--- src/core/wdit_defines.vh ---
`ifndef WDIT_DEFINES_VH
`define WDIT_DEFINES_VH

// register addresses
`define WDIT_ADDR_W          16
`define WDIT_SEL_ADDR        16'hFF42
`define WDIT_MODE_ADDR       16'hFF43
`define WDIT_CTRL_ADDR       16'hFF44
`define WDIT_CNT_ADDR        16'hFF45

// mode register fields
`define WDIT_RUN_BIT         7
`define WDIT_MODE_SEL_BIT    4
`define WDIT_ACTION_BIT      3

// clock-select register fields
`define WDIT_CLK_SEL_HI_BIT  2
`define WDIT_CLK_SEL_LO_BIT  1

// control register fields
`define WDIT_MASK_BIT        0
`define WDIT_FLAG_BIT        1

// reset values
`define WDIT_SEL_RST         8'h00
`define WDIT_MODE_RST        8'h00
`define WDIT_MASK_RST        1'b1

// prescaler of the main clock, 2^7
`define WDIT_PRE_W           7

// count of the watchdog counter in fw ticks
`define WDIT_CNT_W           14
`define WDIT_LIM_13          14'h1FFF
`define WDIT_LIM_14          14'h3FFF

// priority level of the interval request, zero is highest
`define WDIT_IRQ_PRIO        3'h0

`endif

--- src/core/wdit_top.v ---
`timescale 1ns/1ps
`default_nettype none
`include "wdit_defines.vh"

module wdit_top
(
  // clock and reset
  input  wire                     ref_clk_in,
  input  wire                     sys_rst_in,
  // register port
  input  wire [`WDIT_ADDR_W-1:0]  reg_addr_in,
  input  wire [7:0]               reg_wdata_in,
  input  wire                     reg_wr_in,
  input  wire                     reg_rd_in,
  output reg  [7:0]               reg_rdata_out,
  // count sources, one-cycle ticks
  input  wire                     main_clock_crystal_tick_in,
  input  wire                     sub_clock_tick_in,
  // processor state
  input  wire                     halt_mode_in,
  input  wire                     stop_mode_in,
  input  wire                     cpu_on_sub_clock_in,
  // overflow actions
  output reg                      sys_reset_req_out,
  output reg                      nmi_req_out,
  output reg                      interval_timer_irq_out,
  output reg  [2:0]               interval_irq_prio_out
);

  ////////////////////////////////////////////////////////////////////////
  // state

  localparam ST_IDLE     = 3'b001;
  localparam ST_INTERVAL = 3'b010;
  localparam ST_WATCHDOG = 3'b100;

  reg  [2:0]               state_r;
  reg  [2:0]               state_nxt;
  reg                      clock_select_high_r;
  reg                      clock_select_low_r;
  reg                      run_r;
  reg                      mode_select_bit_r;
  reg                      overflow_action_bit_r;
  reg                      interval_irq_mask_r;
  reg                      irq_flag_r;
  reg  [`WDIT_PRE_W-1:0]   pre_r;
  reg  [`WDIT_CNT_W-1:0]   cnt_r;
  reg  [`WDIT_CNT_W-1:0]   cnt_nxt;

  wire                     wr_sel;
  wire                     wr_mode;
  wire                     wr_ctrl;
  wire                     run_kick;
  wire                     fw_tick;
  wire                     count_en;
  wire                     ovf;

  ////////////////////////////////////////////////////////////////////////
  // helpers

  // period limit from the select field
  function [`WDIT_CNT_W-1:0] limit_of;
    input sel_lo;
    begin
      if (sel_lo)
      begin
        limit_of = `WDIT_LIM_14;
      end
      else
      begin
        limit_of = `WDIT_LIM_13;
      end
    end
  endfunction

  // address match with a write strobe
  function wr_hit;
    input                    wr;
    input [`WDIT_ADDR_W-1:0] addr;
    input [`WDIT_ADDR_W-1:0] target;
    begin
      wr_hit = wr && (addr == target);
    end
  endfunction

  ////////////////////////////////////////////////////////////////////////
  // decode

  assign wr_sel   = wr_hit(reg_wr_in, reg_addr_in, `WDIT_SEL_ADDR);
  assign wr_mode  = wr_hit(reg_wr_in, reg_addr_in, `WDIT_MODE_ADDR);
  assign wr_ctrl  = wr_hit(reg_wr_in, reg_addr_in, `WDIT_CTRL_ADDR);
  assign run_kick = wr_mode && reg_wdata_in[`WDIT_RUN_BIT];

  ////////////////////////////////////////////////////////////////////////
  // count clock: main / 2^7 or subsystem direct

  // prescaler never cleared by a run write, so first period may be short
  always @(posedge ref_clk_in)
  begin
    if (sys_rst_in)
    begin
      pre_r <= {`WDIT_PRE_W{1'b0}};
    end
    else if (main_clock_crystal_tick_in)
    begin
      pre_r <= pre_r + 1'b1;
    end
  end

  assign fw_tick = clock_select_high_r ? sub_clock_tick_in :
                   (main_clock_crystal_tick_in && (pre_r == {`WDIT_PRE_W{1'b1}}));

  // halt has no effect on counting
  assign count_en = run_r && (state_r != ST_IDLE) && !stop_mode_in
                    && !cpu_on_sub_clock_in && fw_tick;

  assign ovf = count_en && (cnt_r == limit_of(clock_select_low_r));

  ////////////////////////////////////////////////////////////////////////
  // mode state machine

  always @*
  begin
    state_nxt = state_r;
    case (state_r)
      ST_IDLE:
      begin
        if (mode_select_bit_r)
        begin
          state_nxt = ST_WATCHDOG;
        end
        else if (overflow_action_bit_r)
        begin
          state_nxt = ST_INTERVAL;
        end
      end
      ST_INTERVAL:
      begin
        if (mode_select_bit_r)
        begin
          state_nxt = ST_WATCHDOG;
        end
      end
      ST_WATCHDOG:
      begin
        state_nxt = ST_WATCHDOG;
      end
      default:
      begin
        state_nxt = ST_IDLE;
      end
    endcase
  end

  always @(posedge ref_clk_in)
  begin
    if (sys_rst_in)
    begin
      state_r <= ST_IDLE;
    end
    else
    begin
      state_r <= state_nxt;
    end
  end

  ////////////////////////////////////////////////////////////////////////
  // registers

  always @(posedge ref_clk_in)
  begin
    if (sys_rst_in)
    begin
      clock_select_high_r   <= 1'b0;
      clock_select_low_r    <= 1'b0;
      run_r                 <= 1'b0;
      mode_select_bit_r     <= 1'b0;
      overflow_action_bit_r <= 1'b0;
      interval_irq_mask_r   <= `WDIT_MASK_RST;
    end
    else
    begin
      if (wr_sel)
      begin
        clock_select_high_r <= reg_wdata_in[`WDIT_CLK_SEL_HI_BIT];
        clock_select_low_r  <= reg_wdata_in[`WDIT_CLK_SEL_LO_BIT];
      end
      if (wr_mode)
      begin
        // sticky ones: zeros are ignored
        run_r                 <= run_r | reg_wdata_in[`WDIT_RUN_BIT];
        mode_select_bit_r     <= mode_select_bit_r
                                 | reg_wdata_in[`WDIT_MODE_SEL_BIT];
        overflow_action_bit_r <= overflow_action_bit_r
                                 | reg_wdata_in[`WDIT_ACTION_BIT];
      end
      if (wr_ctrl)
      begin
        interval_irq_mask_r <= reg_wdata_in[`WDIT_MASK_BIT];
      end
    end
  end

  ////////////////////////////////////////////////////////////////////////
  // counter

  always @*
  begin
    cnt_nxt = cnt_r;
    if (run_kick)
    begin
      cnt_nxt = {`WDIT_CNT_W{1'b0}};
    end
    else if (ovf)
    begin
      cnt_nxt = {`WDIT_CNT_W{1'b0}};
    end
    else if (count_en)
    begin
      cnt_nxt = cnt_r + 1'b1;
    end
  end

  always @(posedge ref_clk_in)
  begin
    if (sys_rst_in)
    begin
      cnt_r <= {`WDIT_CNT_W{1'b0}};
    end
    else
    begin
      cnt_r <= cnt_nxt;
    end
  end

  ////////////////////////////////////////////////////////////////////////
  // overflow actions

  // interval pending flag: set wins over write-one clear
  always @(posedge ref_clk_in)
  begin
    if (sys_rst_in)
    begin
      irq_flag_r <= 1'b0;
    end
    else if (ovf && (state_r == ST_INTERVAL))
    begin
      irq_flag_r <= 1'b1;
    end
    else if (wr_ctrl && reg_wdata_in[`WDIT_FLAG_BIT])
    begin
      irq_flag_r <= 1'b0;
    end
  end

  // restart in the overflow cycle counts as in time
  always @(posedge ref_clk_in)
  begin
    if (sys_rst_in)
    begin
      sys_reset_req_out      <= 1'b0;
      nmi_req_out            <= 1'b0;
      interval_timer_irq_out <= 1'b0;
      interval_irq_prio_out  <= `WDIT_IRQ_PRIO;
    end
    else
    begin
      sys_reset_req_out      <= ovf && !run_kick && (state_r == ST_WATCHDOG)
                                && overflow_action_bit_r;
      nmi_req_out            <= ovf && !run_kick && (state_r == ST_WATCHDOG)
                                && !overflow_action_bit_r;
      interval_timer_irq_out <= ovf && !run_kick && (state_r == ST_INTERVAL)
                                && !interval_irq_mask_r;
      interval_irq_prio_out  <= `WDIT_IRQ_PRIO;
    end
  end

  ////////////////////////////////////////////////////////////////////////
  // read port, data one cycle after strobe

  always @(posedge ref_clk_in)
  begin
    if (sys_rst_in)
    begin
      reg_rdata_out <= 8'h00;
    end
    else if (reg_rd_in)
    begin
      case (reg_addr_in)
        `WDIT_SEL_ADDR:
        begin
          reg_rdata_out <= {5'h00, clock_select_high_r, clock_select_low_r, 1'b0};
        end
        `WDIT_MODE_ADDR:
        begin
          reg_rdata_out <= {run_r, 2'h0, mode_select_bit_r, overflow_action_bit_r, 3'h0};
        end
        `WDIT_CTRL_ADDR:
        begin
          reg_rdata_out <= {6'h00, irq_flag_r, interval_irq_mask_r};
        end
        `WDIT_CNT_ADDR:
        begin
          reg_rdata_out <= cnt_r[`WDIT_CNT_W-1:`WDIT_CNT_W-8];
        end
        default:
        begin
          reg_rdata_out <= 8'h00;
        end
      endcase
    end
    else
    begin
      reg_rdata_out <= 8'h00;
    end
  end

endmodule

`default_nettype wire

--- config.mk ---
export PLATFORM = sky130hd
export DESIGN_NAME = wdit_top
export DESIGN_NICKNAME = d
export VERILOG_FILES = /design/src/core/wdit_top.v
export VERILOG_INCLUDE_DIRS = /design/src /design/src/core
export SDC_FILE = /design/constraint.sdc
export NUM_CORES = 1
export LEC_CHECK = 0
export BUFFER_PORTS_ARGS = -buffer_cell sky130_fd_sc_hd__buf_2
export CAP_MARGIN = 0
export CORE_MARGIN = 8
export CORE_UTILIZATION = 50
export DETAILED_ROUTE_END_ITERATION = 16
export PLACE_DENSITY_LB_ADDON = 0.05
export RECOVER_POWER = 25
export SKIP_CTS_REPAIR_TIMING = 1
export SYNTH_ARGS = -nofsm -noshare
export SYNTH_HDL_FRONTEND = slang
export SYNTH_SLANG_ARGS = --single-unit
--- constraint.sdc ---
create_clock -name ref_clk_in -period 2.95 [get_ports ref_clk_in]
set_input_delay 0.1475 -clock ref_clk_in [delete_from_list [all_inputs] [get_ports ref_clk_in]]
set_output_delay 0.1475 -clock ref_clk_in [all_outputs]
set_load 0.02 [all_outputs]
==> impl_metrics.csv, run 1 <==
group,metric,value,unit
outcome,outcome,"finished, final reports clean",
power,pwr-share-seq,52.7,%
clocking,cts_sinks,42,
clocking,clk_latency,0.29,ns
setup_path,worst_setup_path_end_kind,"flop",
yosys,synth_top_area_share,43.5,%
setup_path,rr_endpoint,"nmi_req_out",
placement,dp_hpwl,3350,um
finish,fill_cells,351,
min_path,min_from,"reg_wdata_in[0]",
finish,multi_input_area,0.00105,mm^2
setup_path,rrSetupSlack,1.01,ns
yosys,synthDistinctLibCells,43,
detailed_routing,first_pass_iters,4,
yosys,synthesis.instances,216,
setup_path,max_stage_delay,0.42,ns
setup_path,slowest_stage,"nor3b_1",
global_route,grt_pass1_wl,7380,um
finish,areaGrowthSynthToFinish,17.6,%
power,p_int,0.000863,W
timing,tightest_slew,0.577,ns
yosys,yosys_warnings,0,
power,power,0.00109,W
finish,fin_util,61.6,%
timing,rsz0062_at_grt,"false",
timing,fin_crit,1.94,ns
clocking,cts_inserted_buffers,5,
setup_path,path_cells,"or3b_1 > nor2_1 > buf_4 > nand3_1 > nor3b_1 > and4_1",
global_route,track_usage,14.8,%
yosys,netlist_area,0.00193,mm^2
timing,setup_viol,0,
floorplan,dieArea,0.00611,mm^2
detailed_routing,via_per_inst,5.55,
global_route,grt-ovfl-total,0,
detailed_routing,wirelength,4420,um
setup_path,path_class,"reg -> reg",
floorplan,dieWidth,78.2,um
global_route,grt_max_degree,20,
yosys,synth-edff-count,0,
timing,setup-tns-final,0,ns
timing,hold_viol,0,
timing,slew_violations,0,
timing,finalClockSkew,0.00427,ns
setup_path,reg2reg_depth,6,
min_path,hold-path-cell-count,3,
timing,max_freq,515,MHz
yosys,ys_top_cells_by_area,"dfxtp_1 44%, xor2_1 6.8%, nor2_1 5.2%",
placement,routabilityCongestion,0.779,
finish,drive_above_1_share,18.1,%
clocking,ctsHtreeMaxLevel,2,
job,max_cap_viol_count,0,
power,power.switching,0.000222,W
clocking,cts_tree,"yes",
timing,slew_headroom,61.5,%
setup_path,path_max_fanout,11,
yosys,ys_ff_latch,42,
global_route,grt_pass1_vias,1603,
detailed_routing,avgRoutedWirePerCell,14.4,um
yosys,syn_area_per_cell,8.94,um^2
power,pwr-share-comb,5.1,%
min_path,hold_class,"in -> reg",
setup_path,worstPathRequired,3.18,ns
setup_path,crit_path_start_kind,"flop",
floorplan,initial_utilization,52.4,%
yosys,ys_seq_area_share,43.5,%
power,p_clk_share,42.2,%
floorplan,core,0.00369,mm^2
setup_path,crit_family,"simple AND/OR/NAND/NOR gates",
clocking,cts_root_buffer,"clkbuf_8",
detailed_routing,drc_errors,0,
min_path,whs_endpoint,"interval_irq_mask_r",
finish,seq_area,841,um^2
yosys,async_flop_share,0,%
finish,diodes,0,
power,swShare,20.5,%
global_route,antenna_found_initial,0,
power,p_leak,0.860,nW
placement,io_buffer_count,40,
power,vdd_drop_max,365,uV
power,p_per_area,478,mW/mm^2
detailed_routing,vias,1705,
yosys,synth_ff_type,"dfxtp_1",
clocking,clkTransAtPathRegs,0.07,ns
floorplan,die_y,78.2,um
detailed_routing,drtAntennaViolNets,0,
yosys,yosysTopAreaCell,"dfxtp_1",
finish,fin_nets,294,
clocking,cts_buffer_depth,2,
setup_path,cp.buffers_inverters,1,
setup_path,cp_data_arrival_time,2.17,ns
timing,timing.final.crit_share,65.8,%
detailed_routing,drt_iter0_markers,177,
setup_path,worstReg2RegStart,"run_r",
floorplan,io_pins,47,
floorplan,rows,22,
[cell usage in the layout (no fill, tap or decap), types with 3 or more instances in the layout]
cell type / count
o21ai_0: 6
xor2_1: 15
nor2_1: 27
dfxtp_1: 42
and4_1: 3
nand2_1: 18
nand3_1: 12
a21oi_1: 11
and3_1: 8
nor2b_1: 7
nand4_1: 16
clkbuf_8: 6
conb_1: 3
clkbuf_1: 11
a32oi_1: 3
or3_1: 4
buf_2: 29
[power by group through the flow]
stage	clock network, W	registers, W	logic, W
2_1_floorplan	0	0.000585	0.0000309
3_3_place_gp	0	0.000585	0.0000551
3_5_place_dp	0	0.000585	0.0000559
4_1_cts	0.000463	0.000572	0.0000560
5_1_grt	0.000492	0.000572	0.0000624
6_report	0.000458	0.000572	0.0000557
[Yosys cell counts (all sizes together), types with 2 or more instances]
cell type,count
nor3b,2
nand3,12
nor4,4
inv,2
a21oi,11
a41oi,3
nand4,16
xor2,15
and3,8
mux2i,2
and4,3
or3,4
mux2,2
nand4b,2
o21ai,8
ha,2
nor2,27
and2,2
a32oi,3
nor2b,7
nand2,19
dfxtp,42
clkbuf,3
buf,5
[per-layer routing]
| metal | track usage [%] | vias to the layer above | routed length [um] |
|---|---|---|---|
| met3 | 4.10 | 7 | 188 |
| met4 | 5.00 | 0 | 56 |
| met2 | 23.5 | 33 | 2130 |
| met1 | 18.8 | 799 | 2050 |
| li1 | - | 866 | - |
| met5 | 0 | - | 0 |
[registers in the layout, summed over array words and instances, names as in the netlist]
| name | flops |
|---|---|
| overflow_action_bit_r | 1 |
| clock_select_high_r | 1 |
| run_r | 1 |
| reg_rdata_out | 8 |
| sys_reset_req_out | 1 |
| nmi_req_out | 1 |
| state_r | 3 |
| mode_select_bit_r | 1 |
| cnt_r | 14 |
| irq_flag_r | 1 |
| interval_timer_irq_out | 1 |
| interval_irq_mask_r | 1 |
| clock_select_low_r | 1 |
| pre_r | 7 |
[cell type report]
| type | instances | share of cell area, % |
|---|---|---|
| repair buffers | 42 | 8.87 |
| multi-input cells | 166 | 46.2 |
| flip-flops and latches | 42 | 37.0 |
| well taps | 48 | 2.64 |
| inverters | 2 | 0.331 |
| clock buffers | 6 | 3.64 |
| clock inverters | 1 | 1.32 |
[worst min-delay path: cells and delay by family]
family | cells | cell delay [ns]
buffers and inverters | 1 | 0.07
muxes | 1 | 0.05
and+or+nand+nor | 1 | 0.05
[cell families after synthesis]
family                   after synthesis  share of synthesized area [%]
adder cells (fa/ha/maj)                2                           1.30
flip-flops                            42                           43.5
AO/OA/AOI/OAI                         30                           10.4
multiplexers                           4                           2.20
buffers and inverters                 10                           2.59
XOR/XNOR                              16                           7.25
AND/OR/NAND/NOR                      111                           32.6
other                                  1                          0.194
[stage by stage]
stage	cell area, um^2	setup slack (ns)	hold slack, ns	instances
2_1_floorplan	1940	1.31	0.273	218
3_3_place_gp	2170	1.00	0.363	300
3_5_place_dp	2170	0.976	0.363	300
4_1_cts	2280	1.03	0.0645	307
5_1_grt	2270	0.840	0.0619	307
6_report	2270	1.01	0.0646	307
[worst max-delay path by stage]
stage                   start                endpoint  slack (ns)  cells past startpoint
2_1_floorplan  reg_addr_in[3]               cnt_r[13]        1.31                      5
3_3_place_gp   reg_addr_in[3]                cnt_r[5]        1.00                      6
3_5_place_dp   reg_addr_in[3]               cnt_r[11]        0.98                      6
4_1_cts                 run_r  interval_timer_irq_out        1.03                      6
5_1_grt              cnt_r[2]  interval_timer_irq_out        0.84                      5
6_report                run_r             nmi_req_out        1.01                      6
Power figures use the tool's default switching activity.
==> run 2, diff against run 1 <==
==> constraint.sdc (replaced) <==
create_clock -name ref_clk_in -period 2 [get_ports ref_clk_in]
set_input_delay 0.1 -clock ref_clk_in [delete_from_list [all_inputs] [get_ports ref_clk_in]]
set_output_delay 0.1 -clock ref_clk_in [all_outputs]
set_load 0.02 [all_outputs]
==> run 2 against run 1 <==
- cell count is 1.6% higher
- via count increased by 0.82%
- critical path depth down 1
- combinational power rose by 48%
- core utilization up 0.24 points
- sequential share of layout area decreased by 0.14 points
- largest power group unchanged
==> impl_metrics.csv, run 2 (synthesis gave the netlist of run 1 again) <==
group,metric,value,unit
outcome,outcome,"finished, final reports clean",
finish,regMostFlops,"cnt_r",
setup_path,path_max_fanout,4,
finish,seq_area,841,um^2
global_route,antenna_found_initial,0,
setup_path,rr_endpoint,"cnt_r[11]",
detailed_routing,first_pass_iters,4,
power,p_leak,0.873,nW
power,p_per_area,653,mW/mm^2
global_route,grt-ovfl-total,0,
detailed_routing,wirelength,4410,um
clocking,cts_root_buffer,"clkbuf_8",
detailed_routing,vias,1719,
timing,timing.final.crit_share,92.7,%
timing,rsz0062_at_grt,"false",
detailed_routing,drt_iter0_markers,113,
finish,areaGrowthSynthToFinish,18.0,%
detailed_routing,avgRoutedWirePerCell,14.1,um
finish,largest_registers,"cnt_r x14, reg_rdata_out x8, pre_r x7",
clocking,cts_sinks,42,
setup_path,crit_path_start_kind,"flop",
timing,hold_ws,0.0231,ns
timing,tightest_slew,0.531,ns
timing,slew_violations,0,
floorplan,dieWidth,78.2,um
global_route,grt_pass1_wl,7490,um
global_route,grt_max_degree,20,
power,vdd_drop_max,375,uV
detailed_routing,drtAntennaViolNets,0,
floorplan,io_pins,47,
global_route,grt_pass1_vias,1649,
timing,hold_viol,0,
finish,multi_input_area,0.00105,mm^2
clocking,ctsHtreeMaxLevel,2,
setup_path,path_class,"reg -> reg",
min_path,hold-path-cell-count,3,
min_path,whs_endpoint,"interval_irq_mask_r",
placement,dp_hpwl,3320,um
min_path,hold_class,"in -> reg",
timing,setup_viol,0,
clocking,cts_buffer_depth,2,
floorplan,core,0.00369,mm^2
timing,finalClockSkew,0.00545,ns
floorplan,rows,22,
timing,setup-tns-final,0,ns
finish,fill_cells,371,
clocking,cts_inserted_buffers,5,
timing,fin_crit,1.85,ns
finish,diodes,0,
detailed_routing,via_per_inst,5.51,
clocking,clkTransAtPathRegs,0.08,ns
timing,slew_headroom,64.5,%
finish,largest_register_ffs,14,
clocking,clk_latency,0.29,ns
setup_path,reg2reg_depth,5,
finish,final_common_cell,"dfxtp_1",
setup_path,worst_setup_path_end_kind,"flop",
setup_path,worstReg2RegStart,"run_r",
finish,drive_above_1_share,19.3,%
job,max_cap_viol_count,0,
finish,final_cell_mix,"42 x dfxtp_1, 29 x buf_2, 27 x nor2_1, 18 x nand2_1, 16 x nand4_1",
timing,max_freq,539,MHz
setup_path,rrSetupSlack,0.15,ns
placement,io_buffer_count,40,
detailed_routing,drc_errors,0,
floorplan,die_y,78.2,um
setup_path,worstPathRequired,2.23,ns
clocking,cts_tree,"yes",
setup_path,cp_data_arrival_time,2.08,ns
floorplan,initial_utilization,52.4,%
placement,routabilityCongestion,0.783,
finish,fin_nets,298,
min_path,min_from,"reg_wdata_in[0]",
floorplan,dieArea,0.00611,mm^2
global_route,track_usage,14.6,%
## run 2: cell count changes in the layout (fill, tap and decap cells not counted), sizes merged
cell,previous run,this run
buf,31,35
bufinv,1,0
clkbuf,17,18
clkinv,0,1
## run 2: metal layers
| metal | vias to the layer above | routed length [um] | GRT usage [%] |
|---|---|---|---|
| li1 | 874 | - | - |
| met1 | 801 | 2180 | 18.9 |
| met2 | 36 | 1990 | 23.0 |
| met3 | 8 | 165 | 3.42 |
| met4 | 0 | 65 | 5.56 |
| met5 | - | 0 | 0 |
## run 2: cell type report
class	instances	share of cell area, %
multi-input cells	166	46.0
flip-flops and latches	42	36.9
repair buffers	46	10.2
clock buffers	7	3.79
well taps	48	2.63
inverters	2	0.329
clock inverters	1	0.220
## run 2: metrics by stage
stage	setup WS (ns)	utilization, %	instance area, um^2	power (W)	cells
after CTS	0.156	62.2	2290	0.00150	312
after global routing	0.00567	61.8	2280	0.00155	312
after detailed placement	0.173	59.7	2200	0.000945	304
after floorplan	0.387	-	1940	0.000908	218
after global placement	0.196	59.7	2200	0.000944	304
final	0.146	61.8	2280	0.00149	312
## run 2: worst max-delay path by stage
stage	start	end	slack (ns)	cells after the start
global placement	reg_addr_in[3]	cnt_r[7]	0.20	6
detailed placement	reg_addr_in[3]	cnt_r[7]	0.17	6
floorplan	run_r	cnt_r[6]	0.39	6
global route	run_r	cnt_r[11]	0.006	5
finish	run_r	cnt_r[11]	0.15	5
CTS	run_r	cnt_r[11]	0.16	5
## run 2: critical path: stages, from the launching register on
cell and delay (ns):
dfxtp_1 0.38, or3b_1 0.39, nor4_2 0.35, nand2_1 0.18, or3_1 0.34, a21oi_1 0.15
## run 2: where the power goes
group | internal (W) | leakage (nW) | switching [W] | total [W]
registers | 0.000840 | 0.339 | 0.00000371 | 0.000843
clock network | 0.000279 | 0.0482 | 0.000284 | 0.000563
logic | 0.0000342 | 0.486 | 0.0000483 | 0.0000825
